<file path="config.mk">
export PLATFORM = sky130hd
export DESIGN_NAME = gauge_command_decoder
export DESIGN_NICKNAME = d
export VERILOG_FILES = /design/src/rtl/gauge_cmd_pkg.sv /design/src/rtl/busy_timer_if.sv /design/src/rtl/gauge_command_decoder.sv /design/src/rtl/busy_timer.sv
export SDC_FILE = /design/constraint.sdc
export NUM_CORES = 1
export LEC_CHECK = 0
export BUFFER_PORTS_ARGS = -buffer_cell sky130_fd_sc_hd__buf_2
export CORE_AREA = 2 2 135 137
export CTS_CLUSTER_DIAMETER = 120
export DETAILED_ROUTE_END_ITERATION = 8
export DIE_AREA = 0 0 137 139
export GPL_ROUTABILITY_DRIVEN = 1
export GPL_TIMING_DRIVEN = 0
export PLACE_DENSITY = 0.83
export SLEW_MARGIN = 15
export SYNTH_ARGS = -nofsm -noshare
export SYNTH_HDL_FRONTEND = slang
export SYNTH_SLANG_ARGS = --single-unit
</file>
<file path="constraint.sdc">
create_clock -name clock_i -period 5.52 [get_ports clock_i]
set_input_delay 0.552 -clock clock_i [delete_from_list [all_inputs] [get_ports clock_i]]
set_output_delay 0.552 -clock clock_i [all_outputs]
set_load 0.05 [all_outputs]
</file>
<file path="src/rtl/gauge_cmd_pkg.sv">
package gauge_cmd_pkg;

    // Standard command codes (byte addresses; CODE_CONTROL_HI and CODE_ERROR name high bytes)
    localparam logic [7:0] CODE_CONTROL_LO  = 8'h00;
    localparam logic [7:0] CODE_CONTROL_HI  = 8'h01;
    localparam logic [7:0] CODE_CHARGE      = 8'h02;
    localparam logic [7:0] CODE_ERROR       = 8'h03;
    localparam logic [7:0] CODE_REMAINING   = 8'h04;
    localparam logic [7:0] CODE_FULL_CAP    = 8'h06;
    localparam logic [7:0] CODE_VOLTAGE     = 8'h08;
    localparam logic [7:0] CODE_MEAN_CUR    = 8'h0A;
    localparam logic [7:0] CODE_TEMP        = 8'h0C;
    localparam logic [7:0] CODE_STATUS      = 8'h0E;
    localparam logic [7:0] CODE_INST_CUR    = 8'h10;
    localparam logic [7:0] CODE_STATUS_B    = 8'h12;
    localparam logic [6:0] WORD_LAST        = 7'h09;

    // Control subcommands
    localparam logic [15:0] SUB_STATUS      = 16'h0000;
    localparam logic [15:0] SUB_PART_TYPE   = 16'h0001;
    localparam logic [15:0] SUB_FW_REV      = 16'h0002;
    localparam logic [15:0] SUB_HW_REV      = 16'h0003;
    localparam logic [15:0] SUB_RESET_COUNT = 16'h0005;
    localparam logic [15:0] SUB_LAST_SUB    = 16'h0007;
    localparam logic [15:0] SUB_CHEM_CODE   = 16'h0008;
    localparam logic [15:0] SUB_BOARD_CAL   = 16'h0009;
    localparam logic [15:0] SUB_CNT_CAL     = 16'h000A;
    localparam logic [15:0] SUB_CNT_STORE   = 16'h000B;
    localparam logic [15:0] SUB_NVM_REV     = 16'h000C;
    localparam logic [15:0] SUB_DEEP_ARM    = 16'h0010;
    localparam logic [15:0] SUB_CHECKSUM    = 16'h0017;
    localparam logic [15:0] SUB_LOCK        = 16'h0020;
    localparam logic [15:0] SUB_GAUGE_START = 16'h0021;
    localparam logic [15:0] SUB_CAL_TOGGLE  = 16'h002D;
    localparam logic [15:0] SUB_FULL_RESET  = 16'h0041;
    localparam logic [15:0] SUB_CAL_EXIT    = 16'h0080;
    localparam logic [15:0] SUB_CAL_ENTER   = 16'h0081;
    localparam logic [15:0] SUB_CAL_OFFSET  = 16'h0082;
    // First code refused while locked, and bound of the last-code report
    localparam logic [15:0] SUB_LOCKED_MIN  = 16'h0020;

    // Control status word bit positions
    localparam int BIT_FULL_LOCK   = 14;
    localparam int BIT_LOCKED      = 13;
    localparam int BIT_CAL_ALLOWED = 12;
    localparam int BIT_CNT_CAL     = 11;
    localparam int BIT_BOARD_CAL   = 10;
    localparam int BIT_CHECKSUM    = 9;
    localparam int BIT_DEEP_DOZE   = 5;
    localparam int BIT_DOZE        = 4;
    localparam int BIT_CONST_POWER = 3;
    localparam int BIT_RES_OFF     = 2;
    localparam int BIT_PACK_VOLTAGE_OK     = 1;
    localparam int BIT_CAP_ON      = 0;

    // Identity values, arbitrary
    localparam logic [15:0] PART_TYPE_VAL = 16'h0A5A;
    localparam logic [15:0] FW_REV_VAL    = 16'h0001;
    localparam logic [15:0] HW_REV_VAL    = 16'h0001;
    localparam logic [15:0] CHEM_CODE_VAL = 16'h0001;
    localparam logic [15:0] NVM_REV_VAL   = 16'h0001;

    // Timing
    localparam int unsigned CLOCK_HZ       = 10_000_000;
    localparam int unsigned STRETCH_MIN_MS = 6;
    localparam int unsigned STRETCH_CYCLES = STRETCH_MIN_MS * (CLOCK_HZ / 1000);
    localparam int unsigned CAL_CYCLES     = 1000;

    localparam logic RESET_LOCKED = 1'b0;

    typedef enum logic [1:0] {
        PWR_NORMAL,
        PWR_DOZE,
        PWR_DEEP
    } power_state_t;

endpackage

</file>
<file path="src/rtl/busy_timer_if.sv">
`timescale 1ns/1ns
interface busy_timer_if;
    logic start;
    logic busy;
    logic done;
    modport timer (input start, output busy, output done);
    modport user  (output start, input busy, input done);
endinterface

</file>
<file path="src/rtl/gauge_command_decoder.sv">
`timescale 1ns/1ns
module gauge_command_decoder #(
    parameter int unsigned STRETCH_CYCLES = gauge_cmd_pkg::STRETCH_CYCLES
) (
    // Clock and reset
    input  wire logic        clock_i,
    input  wire logic        sys_rst_i,
    // Byte transfer port from the link framer
    input  wire logic        xfer_valid_i,
    input  wire logic        xfer_write_i,
    input  wire logic [7:0]  xfer_code_i,
    input  wire logic [7:0]  xfer_wdata_i,
    output logic      [7:0]  xfer_rdata_o,
    output logic             xfer_rvalid_o,
    // Link wake handling
    input  wire logic        link_start_i,
    input  wire logic        link_two_wire_i,
    output logic             osc_stop_o,
    output logic             clock_stretch_o,
    // Power state events
    input  wire logic        doze_enter_i,
    input  wire logic        doze_exit_i,
    // Measurement words
    input  wire logic [7:0]  charge_percent_i,
    input  wire logic [7:0]  error_margin_i,
    input  wire logic [15:0] remaining_capacity_i,
    input  wire logic [15:0] full_capacity_i,
    input  wire logic [15:0] pack_voltage_i,
    input  wire logic [15:0] mean_current_i,
    input  wire logic [15:0] pack_temperature_i,
    input  wire logic [15:0] gauge_status_i,
    input  wire logic [15:0] instant_current_i,
    input  wire logic [15:0] gauge_status_second_i,
    // Gauge condition inputs
    input  wire logic        constant_power_load_i,
    input  wire logic        resistance_update_off_i,
    input  wire logic        voltage_unsuitable_i,
    input  wire logic        checksum_match_i,
    input  wire logic        open_access_i,
    input  wire logic [15:0] counter_offset_meas_i,
    // Control outputs
    output logic             gauging_on_o,
    output logic             full_reset_o,
    output logic             offset_store_o,
    output logic      [15:0] stored_offset_o
);

    logic         locked_r;
    logic         cal_allowed_r;
    logic         cal_mode_r;
    logic         checksum_valid_r;
    logic         deep_doze_flag_r;
    logic         capacity_update_on_r;
    logic         voltage_ok_r;
    logic         load_r;
    logic         res_off_r;
    logic [7:0]   sub_lo_r;
    logic [15:0]  last_sub_r;
    logic [15:0]  result_r;
    logic         show_status_r;
    logic [15:0]  reset_count_r;
    logic [15:0]  counter_offset_r;
    gauge_cmd_pkg::power_state_t pwr_r;
    gauge_cmd_pkg::power_state_t pwr_nxt;

    busy_timer_if board_tif ();
    busy_timer_if cnt_tif ();
    busy_timer_if wake_tif ();

    busy_timer #(.CYCLES(gauge_cmd_pkg::CAL_CYCLES)) u_board_cal (
        .clock_i   (clock_i),
        .sys_rst_i (sys_rst_i),
        .tmr       (board_tif)
    );
    busy_timer #(.CYCLES(gauge_cmd_pkg::CAL_CYCLES)) u_cnt_cal (
        .clock_i   (clock_i),
        .sys_rst_i (sys_rst_i),
        .tmr       (cnt_tif)
    );
    busy_timer #(.CYCLES(STRETCH_CYCLES)) u_wake (
        .clock_i   (clock_i),
        .sys_rst_i (sys_rst_i),
        .tmr       (wake_tif)
    );

    // Transfer decode
    wire        in_deep    = (pwr_r == gauge_cmd_pkg::PWR_DEEP);
    wire        accept     = xfer_valid_i && !in_deep;
    wire        wr_lo      = accept && xfer_write_i
                             && (xfer_code_i == gauge_cmd_pkg::CODE_CONTROL_LO);
    wire        wr_hi      = accept && xfer_write_i
                             && (xfer_code_i == gauge_cmd_pkg::CODE_CONTROL_HI);
    wire        rd_any     = accept && !xfer_write_i;
    wire [15:0] sub_code   = {xfer_wdata_i, sub_lo_r};
    wire        refused    = locked_r && (sub_code >= gauge_cmd_pkg::SUB_LOCKED_MIN);
    wire        exec       = wr_hi && !refused;

    wire do_board_cal  = exec && (sub_code == gauge_cmd_pkg::SUB_BOARD_CAL);
    wire do_cnt_cal    = exec && (sub_code == gauge_cmd_pkg::SUB_CNT_CAL);
    wire do_cnt_store  = exec && (sub_code == gauge_cmd_pkg::SUB_CNT_STORE);
    wire do_deep_arm   = exec && (sub_code == gauge_cmd_pkg::SUB_DEEP_ARM);
    wire do_checksum   = exec && (sub_code == gauge_cmd_pkg::SUB_CHECKSUM);
    wire do_lock       = exec && (sub_code == gauge_cmd_pkg::SUB_LOCK);
    wire do_gauge      = exec && (sub_code == gauge_cmd_pkg::SUB_GAUGE_START);
    wire do_cal_toggle = exec && (sub_code == gauge_cmd_pkg::SUB_CAL_TOGGLE);
    wire do_full_reset = exec && (sub_code == gauge_cmd_pkg::SUB_FULL_RESET);
    wire do_cal_exit   = exec && (sub_code == gauge_cmd_pkg::SUB_CAL_EXIT);
    wire do_cal_enter  = exec && (sub_code == gauge_cmd_pkg::SUB_CAL_ENTER) && cal_allowed_r;
    wire do_offset_rep = exec && (sub_code == gauge_cmd_pkg::SUB_CAL_OFFSET) && cal_mode_r;
    wire wake_event    = in_deep && link_start_i;

    // Control status word; reserved bits tied low
    wire [15:0] status_word;
    assign status_word[15]                               = 1'b0;
    assign status_word[gauge_cmd_pkg::BIT_FULL_LOCK]     = locked_r;
    assign status_word[gauge_cmd_pkg::BIT_LOCKED]        = locked_r;
    assign status_word[gauge_cmd_pkg::BIT_CAL_ALLOWED]   = cal_allowed_r;
    assign status_word[gauge_cmd_pkg::BIT_CNT_CAL]       = cnt_tif.busy;
    assign status_word[gauge_cmd_pkg::BIT_BOARD_CAL]     = board_tif.busy;
    assign status_word[gauge_cmd_pkg::BIT_CHECKSUM]      = checksum_valid_r;
    assign status_word[8:6]                              = 3'h0;
    assign status_word[gauge_cmd_pkg::BIT_DEEP_DOZE]     = deep_doze_flag_r;
    assign status_word[gauge_cmd_pkg::BIT_DOZE]          = (pwr_r != gauge_cmd_pkg::PWR_NORMAL);
    assign status_word[gauge_cmd_pkg::BIT_CONST_POWER]   = load_r;
    assign status_word[gauge_cmd_pkg::BIT_RES_OFF]       = res_off_r;
    assign status_word[gauge_cmd_pkg::BIT_PACK_VOLTAGE_OK]       = voltage_ok_r;
    assign status_word[gauge_cmd_pkg::BIT_CAP_ON]        = capacity_update_on_r;

    // Subcommand result selection
    logic [15:0] result_nxt;
    logic        result_hit;
    always_comb
    begin
        result_hit = 1'b1;
        case (sub_code)
            gauge_cmd_pkg::SUB_PART_TYPE:   result_nxt = gauge_cmd_pkg::PART_TYPE_VAL;
            gauge_cmd_pkg::SUB_FW_REV:      result_nxt = gauge_cmd_pkg::FW_REV_VAL;
            gauge_cmd_pkg::SUB_HW_REV:      result_nxt = gauge_cmd_pkg::HW_REV_VAL;
            gauge_cmd_pkg::SUB_RESET_COUNT: result_nxt = reset_count_r;
            gauge_cmd_pkg::SUB_LAST_SUB:    result_nxt = last_sub_r;
            gauge_cmd_pkg::SUB_CHEM_CODE:   result_nxt = gauge_cmd_pkg::CHEM_CODE_VAL;
            gauge_cmd_pkg::SUB_NVM_REV:     result_nxt = gauge_cmd_pkg::NVM_REV_VAL;
            gauge_cmd_pkg::SUB_CAL_OFFSET:  result_nxt = counter_offset_r;
            default:
            begin
                result_nxt = 16'h0000;
                result_hit = 1'b0;
            end
        endcase
    end

    // Read data: the word index picks the pair, bit 0 picks the byte
    logic [15:0] read_word;
    always_comb
    begin
        case (xfer_code_i[7:1])
            gauge_cmd_pkg::CODE_CONTROL_LO[7:1]:
                read_word = show_status_r ? status_word : result_r;
            gauge_cmd_pkg::CODE_CHARGE[7:1]:    read_word = {error_margin_i, charge_percent_i};
            gauge_cmd_pkg::CODE_REMAINING[7:1]: read_word = remaining_capacity_i;
            gauge_cmd_pkg::CODE_FULL_CAP[7:1]:  read_word = full_capacity_i;
            gauge_cmd_pkg::CODE_VOLTAGE[7:1]:   read_word = pack_voltage_i;
            gauge_cmd_pkg::CODE_MEAN_CUR[7:1]:  read_word = mean_current_i;
            gauge_cmd_pkg::CODE_TEMP[7:1]:      read_word = pack_temperature_i;
            gauge_cmd_pkg::CODE_STATUS[7:1]:    read_word = gauge_status_i;
            gauge_cmd_pkg::CODE_INST_CUR[7:1]:  read_word = instant_current_i;
            gauge_cmd_pkg::CODE_STATUS_B[7:1]:  read_word = gauge_status_second_i;
            default:                            read_word = 16'h0000;
        endcase
    end
    wire [7:0] read_byte = xfer_code_i[0] ? read_word[15:8] : read_word[7:0];

    // Power state
    always_comb
    begin
        pwr_nxt = pwr_r;
        case (pwr_r)
            gauge_cmd_pkg::PWR_NORMAL:
                if (doze_enter_i)
                    pwr_nxt = deep_doze_flag_r ? gauge_cmd_pkg::PWR_DEEP
                                               : gauge_cmd_pkg::PWR_DOZE;
            gauge_cmd_pkg::PWR_DOZE:
                if (doze_exit_i)
                    pwr_nxt = gauge_cmd_pkg::PWR_NORMAL;
                else if (deep_doze_flag_r && doze_enter_i)
                    pwr_nxt = gauge_cmd_pkg::PWR_DEEP;
            gauge_cmd_pkg::PWR_DEEP:
                if (wake_event)
                    pwr_nxt = gauge_cmd_pkg::PWR_DOZE;
            default:
                pwr_nxt = gauge_cmd_pkg::PWR_NORMAL;
        endcase
    end

    assign board_tif.start = do_board_cal;
    assign cnt_tif.start   = do_cnt_cal;
    assign wake_tif.start  = wake_event && link_two_wire_i;

    always_ff @(posedge clock_i or posedge sys_rst_i)
    begin
        if (sys_rst_i)
            pwr_r <= gauge_cmd_pkg::PWR_NORMAL;
        else
            pwr_r <= pwr_nxt;
    end

    // Access mode and calibration state
    always_ff @(posedge clock_i or posedge sys_rst_i)
    begin
        if (sys_rst_i)
        begin
            locked_r      <= gauge_cmd_pkg::RESET_LOCKED;
            cal_allowed_r <= 1'b0;
            cal_mode_r    <= 1'b0;
        end
        else
        begin
            if (do_lock)
                locked_r <= 1'b1;
            else if (open_access_i)
                locked_r <= 1'b0;
            if (do_cal_toggle)
                cal_allowed_r <= !cal_allowed_r;
            if (do_cal_enter)
                cal_mode_r <= 1'b1;
            else if (do_cal_exit || !cal_allowed_r)
                cal_mode_r <= 1'b0;
        end
    end

    // Status flags
    always_ff @(posedge clock_i or posedge sys_rst_i)
    begin
        if (sys_rst_i)
        begin
            checksum_valid_r     <= 1'b0;
            deep_doze_flag_r     <= 1'b0;
            capacity_update_on_r <= 1'b0;
            voltage_ok_r         <= 1'b0;
            load_r               <= 1'b0;
            res_off_r            <= 1'b0;
        end
        else
        begin
            load_r    <= constant_power_load_i;
            res_off_r <= resistance_update_off_i;
            if (do_checksum)
                checksum_valid_r <= checksum_match_i;
            if (do_deep_arm)
                deep_doze_flag_r <= 1'b1;
            else if (wake_event)
                deep_doze_flag_r <= 1'b0;
            if (do_gauge)
                capacity_update_on_r <= 1'b1;
            if (do_gauge)
                voltage_ok_r <= 1'b1;
            else if (voltage_unsuitable_i)
                voltage_ok_r <= 1'b0;
        end
    end

    // Subcommand capture and results
    always_ff @(posedge clock_i or posedge sys_rst_i)
    begin
        if (sys_rst_i)
        begin
            sub_lo_r      <= 8'h00;
            last_sub_r    <= 16'h0000;
            result_r      <= 16'h0000;
            show_status_r <= 1'b1;
            reset_count_r <= 16'h0000;
        end
        else
        begin
            if (wr_lo)
                sub_lo_r <= xfer_wdata_i;
            if (exec && sub_code < gauge_cmd_pkg::SUB_LOCKED_MIN)
                last_sub_r <= sub_code;
            if (exec && (result_hit || sub_code == gauge_cmd_pkg::SUB_STATUS)
                && (do_offset_rep || sub_code != gauge_cmd_pkg::SUB_CAL_OFFSET))
            begin
                show_status_r <= !result_hit;
                result_r      <= result_nxt;
            end
            if (do_full_reset)
                reset_count_r <= reset_count_r + 16'h0001;
        end
    end

    // Counter offset capture and store
    always_ff @(posedge clock_i or posedge sys_rst_i)
    begin
        if (sys_rst_i)
        begin
            counter_offset_r <= 16'h0000;
            stored_offset_o  <= 16'h0000;
            offset_store_o   <= 1'b0;
        end
        else
        begin
            if (cnt_tif.done)
                counter_offset_r <= counter_offset_meas_i;
            offset_store_o <= do_cnt_store;
            if (do_cnt_store)
                stored_offset_o <= counter_offset_r;
        end
    end

    // Registered outputs
    always_ff @(posedge clock_i or posedge sys_rst_i)
    begin
        if (sys_rst_i)
        begin
            xfer_rdata_o    <= 8'h00;
            xfer_rvalid_o   <= 1'b0;
            osc_stop_o      <= 1'b0;
            clock_stretch_o <= 1'b0;
            gauging_on_o    <= 1'b0;
            full_reset_o    <= 1'b0;
        end
        else
        begin
            xfer_rvalid_o   <= rd_any;
            if (rd_any)
                xfer_rdata_o <= read_byte;
            osc_stop_o      <= (pwr_nxt == gauge_cmd_pkg::PWR_DEEP);
            clock_stretch_o <= wake_tif.start || wake_tif.busy;
            gauging_on_o    <= capacity_update_on_r;
            full_reset_o    <= do_full_reset;
        end
    end

endmodule

</file>
<file path="src/rtl/busy_timer.sv">
`timescale 1ns/1ns
module busy_timer #(
    parameter int unsigned CYCLES = 1
) (
    input  wire logic    clock_i,
    input  wire logic    sys_rst_i,
    busy_timer_if.timer  tmr
);
    localparam int CW = $clog2(CYCLES + 1);
    localparam logic [CW-1:0] LOAD = CW'(CYCLES);
    localparam logic [CW-1:0] ONE  = CW'(1);

    logic [CW-1:0] cnt_r;
    logic          done_r;

    always_ff @(posedge clock_i or posedge sys_rst_i)
    begin
        if (sys_rst_i)
        begin
            cnt_r  <= '0;
            done_r <= 1'b0;
        end
        else
        begin
            done_r <= (cnt_r == ONE);
            if (tmr.start)
                cnt_r <= LOAD;
            else if (cnt_r != '0)
                cnt_r <= cnt_r - ONE;
        end
    end

    assign tmr.busy = (cnt_r != '0);
    assign tmr.done = done_r;
endmodule

</file>
==> run_results.csv <==
group,metric,value,unit
run_status,outcome,"finished, violations left",
run_status,violations,"design-rule violations",
yosys,syn_area_per_cell,10.60,um2
power,p_int,1.973,mW
finish,num-fill-cells,1445,
grt,use_met2,46.66,%
yosys,ys_ff_latch,151,
grt,busiest_layer,"met2",
place,dp_hpwl,19850,um
routing,via_count,7848,
place,portBuffers,218,
grt,antenna_found_initial,0,
timing,skew,0.007636,ns
floorplanning,core-area,17660,um2
power,seq_power_share,44.4,%
cts,h-tree-depth,4,
yosys,ys_async_sr_fraction,100.0,%
worst_setup_path,startpoint_type,"input port",
yosys,yosysUniqueCellTypes,75,
cts,cts_resized,0,
worst_setup_path,r2r_slack,2.86,ns
place,place.gp.congestion,0.9440,
power,power.leakage,4.927,nW
worst_setup_path,rr_startpoint,"sub_lo_r[6]$_DFFE_PP0P_",
cts,numCtsBuffers,17,
power,pwr-share-comb,12.1,%
timing,tightest_slew,1.118,ns
yosys,yosys.area_share.simple,19.86,%
routing,wl_per_cell,20.60,um
cts,root_buffer,"clkbuf_16",
yosys,synth_edf_count,0,
floorplanning,initial_utilization,49.18,%
yosys,synthFlopType,"dfrtp_1",
finish,final_cell_mix,"buf_2, dfrtp_1, nand2_1",
yosys,syn_area,8683,um2
place,placed_area,10100,um2
worst_setup_path,cp-end-kind,"flop",
cts,cts_sinks,151,
power,switching_share,25.27,%
cts,cts_buffer_depth,2,
timing,max_freq,0.3592,GHz
cts,insertion_delay,0.43,ns
floorplanning,row_count,49,
routing,drc,1,
power,p_sw,0.6671,mW
timing,hold_ws,0.2075,ns
yosys,synth_warnings,0,
yosys,muxShareOfSynthArea,16.90,%
worst_setup_path,arrival,3.12,ns
power,clock_power_share,43.4,%
power,ir_drop,0.0002403,V
yosys,synth_compound_area_share,11.47,%
finish,syn_to_final_growth,22.97,%
yosys,synthAdderAreaFrac,1.009,%
floorplanning,die_w,137,um
grt,gr-usage-met1,33.75,%
timing,tns,0,ns
worst_setup_path,timing.critical_path.required,5.86,ns
routing,viasPerCell,6.046,
finish,fin_area,10680,um2
yosys,synth-seq-area-share,43.53,%
timing,drv_slew,0,
finish,nNetsFinal,1253,
worst_setup_path,criticalPathCategory,"in2reg",
routing,wirelength,26740,um
timing,rsz0062_at_grt,"false",
timing,setup_violations,0,
worst_setup_path,setup.worst_path.start,"xfer_code_i[2]",
timing,period_minus_slack,2.784,ns
finish,layout_commonest_cell,"buf_2",
grt,grt_pass1_wl,41160,um
yosys,synth_top_family_by_area,"simple AND/OR/NAND/NOR gates",
cts,path_clk_slew,0.06,ns
floorplanning,io_pins,219,
worst_setup_path,cp_max_fo,10,
timing,final.period_utilization,50.44,%
cts,postCtsHoldBufs,0,
routing,firstDrtPassIters,8,
finish,diodes,0,
grt,grt_pass1_vias,7835,
routing,drt_first_iter_violations,740,
cts,cts_tree,"built",
grt,grt_max_degree,83,
run,maxCapViolCount,0,
grt,gr-usage-met3,7.749,%
yosys,synthesis.instances,819,
timing,slew_headroom,24.88,%
yosys,synth.net_count,1015,
routing,ant_nets,0,
cts,post-cts-setup-buffer-count,0,
yosys,yosys.area_share.xor_xnor,3.631,%
finish,drive_gt1_share,34.05,%
grt,grt-ovfl-total,0,
grt,grt.total_usage,28.05,%
floorplanning,die_y,139,um
hold_path,min_path_type,"in2async",
timing,hold_violations,0,
power,p_per_area,247.3,nW/um2
floorplanning,dieArea,19040,um2
[layout make-up]
class | instances | area, um2 | area share [%]
multi-input cells | 596 | 4591 | 42.99
inverters | 20 | 82.58 | 0.7734
clock buffers | 21 | 460.4 | 4.312
repair buffers | 219 | 1119 | 10.48
plain buffers | 52 | 237.7 | 2.226
clock inverters | 10 | 121.4 | 1.137
flip-flops and latches | 151 | 3780 | 35.40
well taps | 229 | 286.5 | 2.683
[cells in the mapped netlist, drive strengths merged (3+ instances only)]
master     n  share of area, %
a211o      3              0.30
a211oi     8              0.69
a21oi     33               1.9
a221o      8              0.92
a221oi     8              0.81
a222oi     3              0.35
a22o       9              0.91
a22oi      3              0.26
a32oi      5              0.50
and2       7              0.50
and2b      4              0.35
and3      11              0.79
and4       7              0.71
buf       25               1.6
clkbuf    27               1.2
dfrtp    150                43
ha         7               1.0
inv       18              0.78
mux2      58               7.9
mux2i     42               4.8
mux4      16               4.1
nand2     70               3.0
nand2b    11              0.79
nand3     34               2.3
nand3b     7              0.61
nand4     15               1.1
nor2      47               2.1
nor2b     14               1.0
nor3      21               1.3
nor4      16               2.3
nor4b      8              0.81
o211ai     5              0.43
o21ai     24               1.4
o22ai      3              0.22
o2bb2ai    4              0.40
o31ai      3              0.26
o41ai      3              0.30
or3        5              0.36
or3b       3              0.30
or4        7              0.61
xnor2     22               2.2
xor2      14               1.4
[per-stage QoR]
step / util (%) / total power [mW] / instances / worst slack (ns)
final: 60.47 / 2.640 / 1298 / 2.736
after global routing: 60.47 / 2.740 / 1298 / 2.690
after CTS: 60.47 / 2.645 / 1298 / 2.872
after detailed placement: 57.18 / 1.506 / 1267 / 2.454
after global placement: 56.98 / 1.494 / 1266 / -0.7861
after floorplan: - / 1.370 / 819 / 0.9049
[worst max-delay path, cell delays in order]
cell and delay [ns]:
buf_2 0.11, clkbuf_1 0.26, clkbuf_1 0.49, nor2_1 0.21, nor2_1 0.05, nor3_1 0.85
o41ai_1 0.33, a32oi_1 0.25
[state kept, by name (all words and copies together), names as in the netlist, 2 cells and up]
| name | flops |
|---|---|
| counter_offset_r | 16 |
| last_sub_r | 16 |
| reset_count_r | 16 |
| result_r | 16 |
| stored_offset_o | 16 |
| u_wake.cnt_r | 16 |
| u_board_cal.cnt_r | 10 |
| u_cnt_cal.cnt_r | 10 |
| sub_lo_r | 8 |
| xfer_rdata_o | 8 |
| pwr_r | 2 |
[path summary, 6_finish.rpt]
path | end | cells after the start
max | xfer_rdata_o[3]$_DFFE_PP0P_ | 8
min | u_wake.cnt_r[8]$_DFFE_PP0P_ | 2
max reg2reg | stored_offset_o[2]$_DFFE_PP0P_ | 7
min reg2reg | gauging_on_o$_DFF_PP0_ | 0
min in group clock_i | res_off_r$_DFF_PP0_ | 1
max in group asynchronous | show_status_r$_DFFE_PP1P_ | 3
[layer usage]
metal	vias to the layer above	wire length, um
li1	3525	-
met1	3761	10140
met2	461	12900
met3	101	2507
met4	0	1194
met5	-	0
[power groups by stage]
stage / logic, mW / registers [mW] / clock network, mW
after floorplan: 0.182 / 1.19 / 0
after global placement: 0.303 / 1.19 / 0
after detailed placement: 0.314 / 1.19 / 0
after CTS: 0.316 / 1.17 / 1.16
after global routing: 0.350 / 1.18 / 1.21
final: 0.320 / 1.17 / 1.15
[logic make-up after synthesis]
kind of cell | Yosys count
simple gates | 297
flops | 151
compound gates | 140
mux | 116
buf+inv | 72
xor+xnor | 36
fa+ha+maj | 7
(Power assumes the default switching activity.)
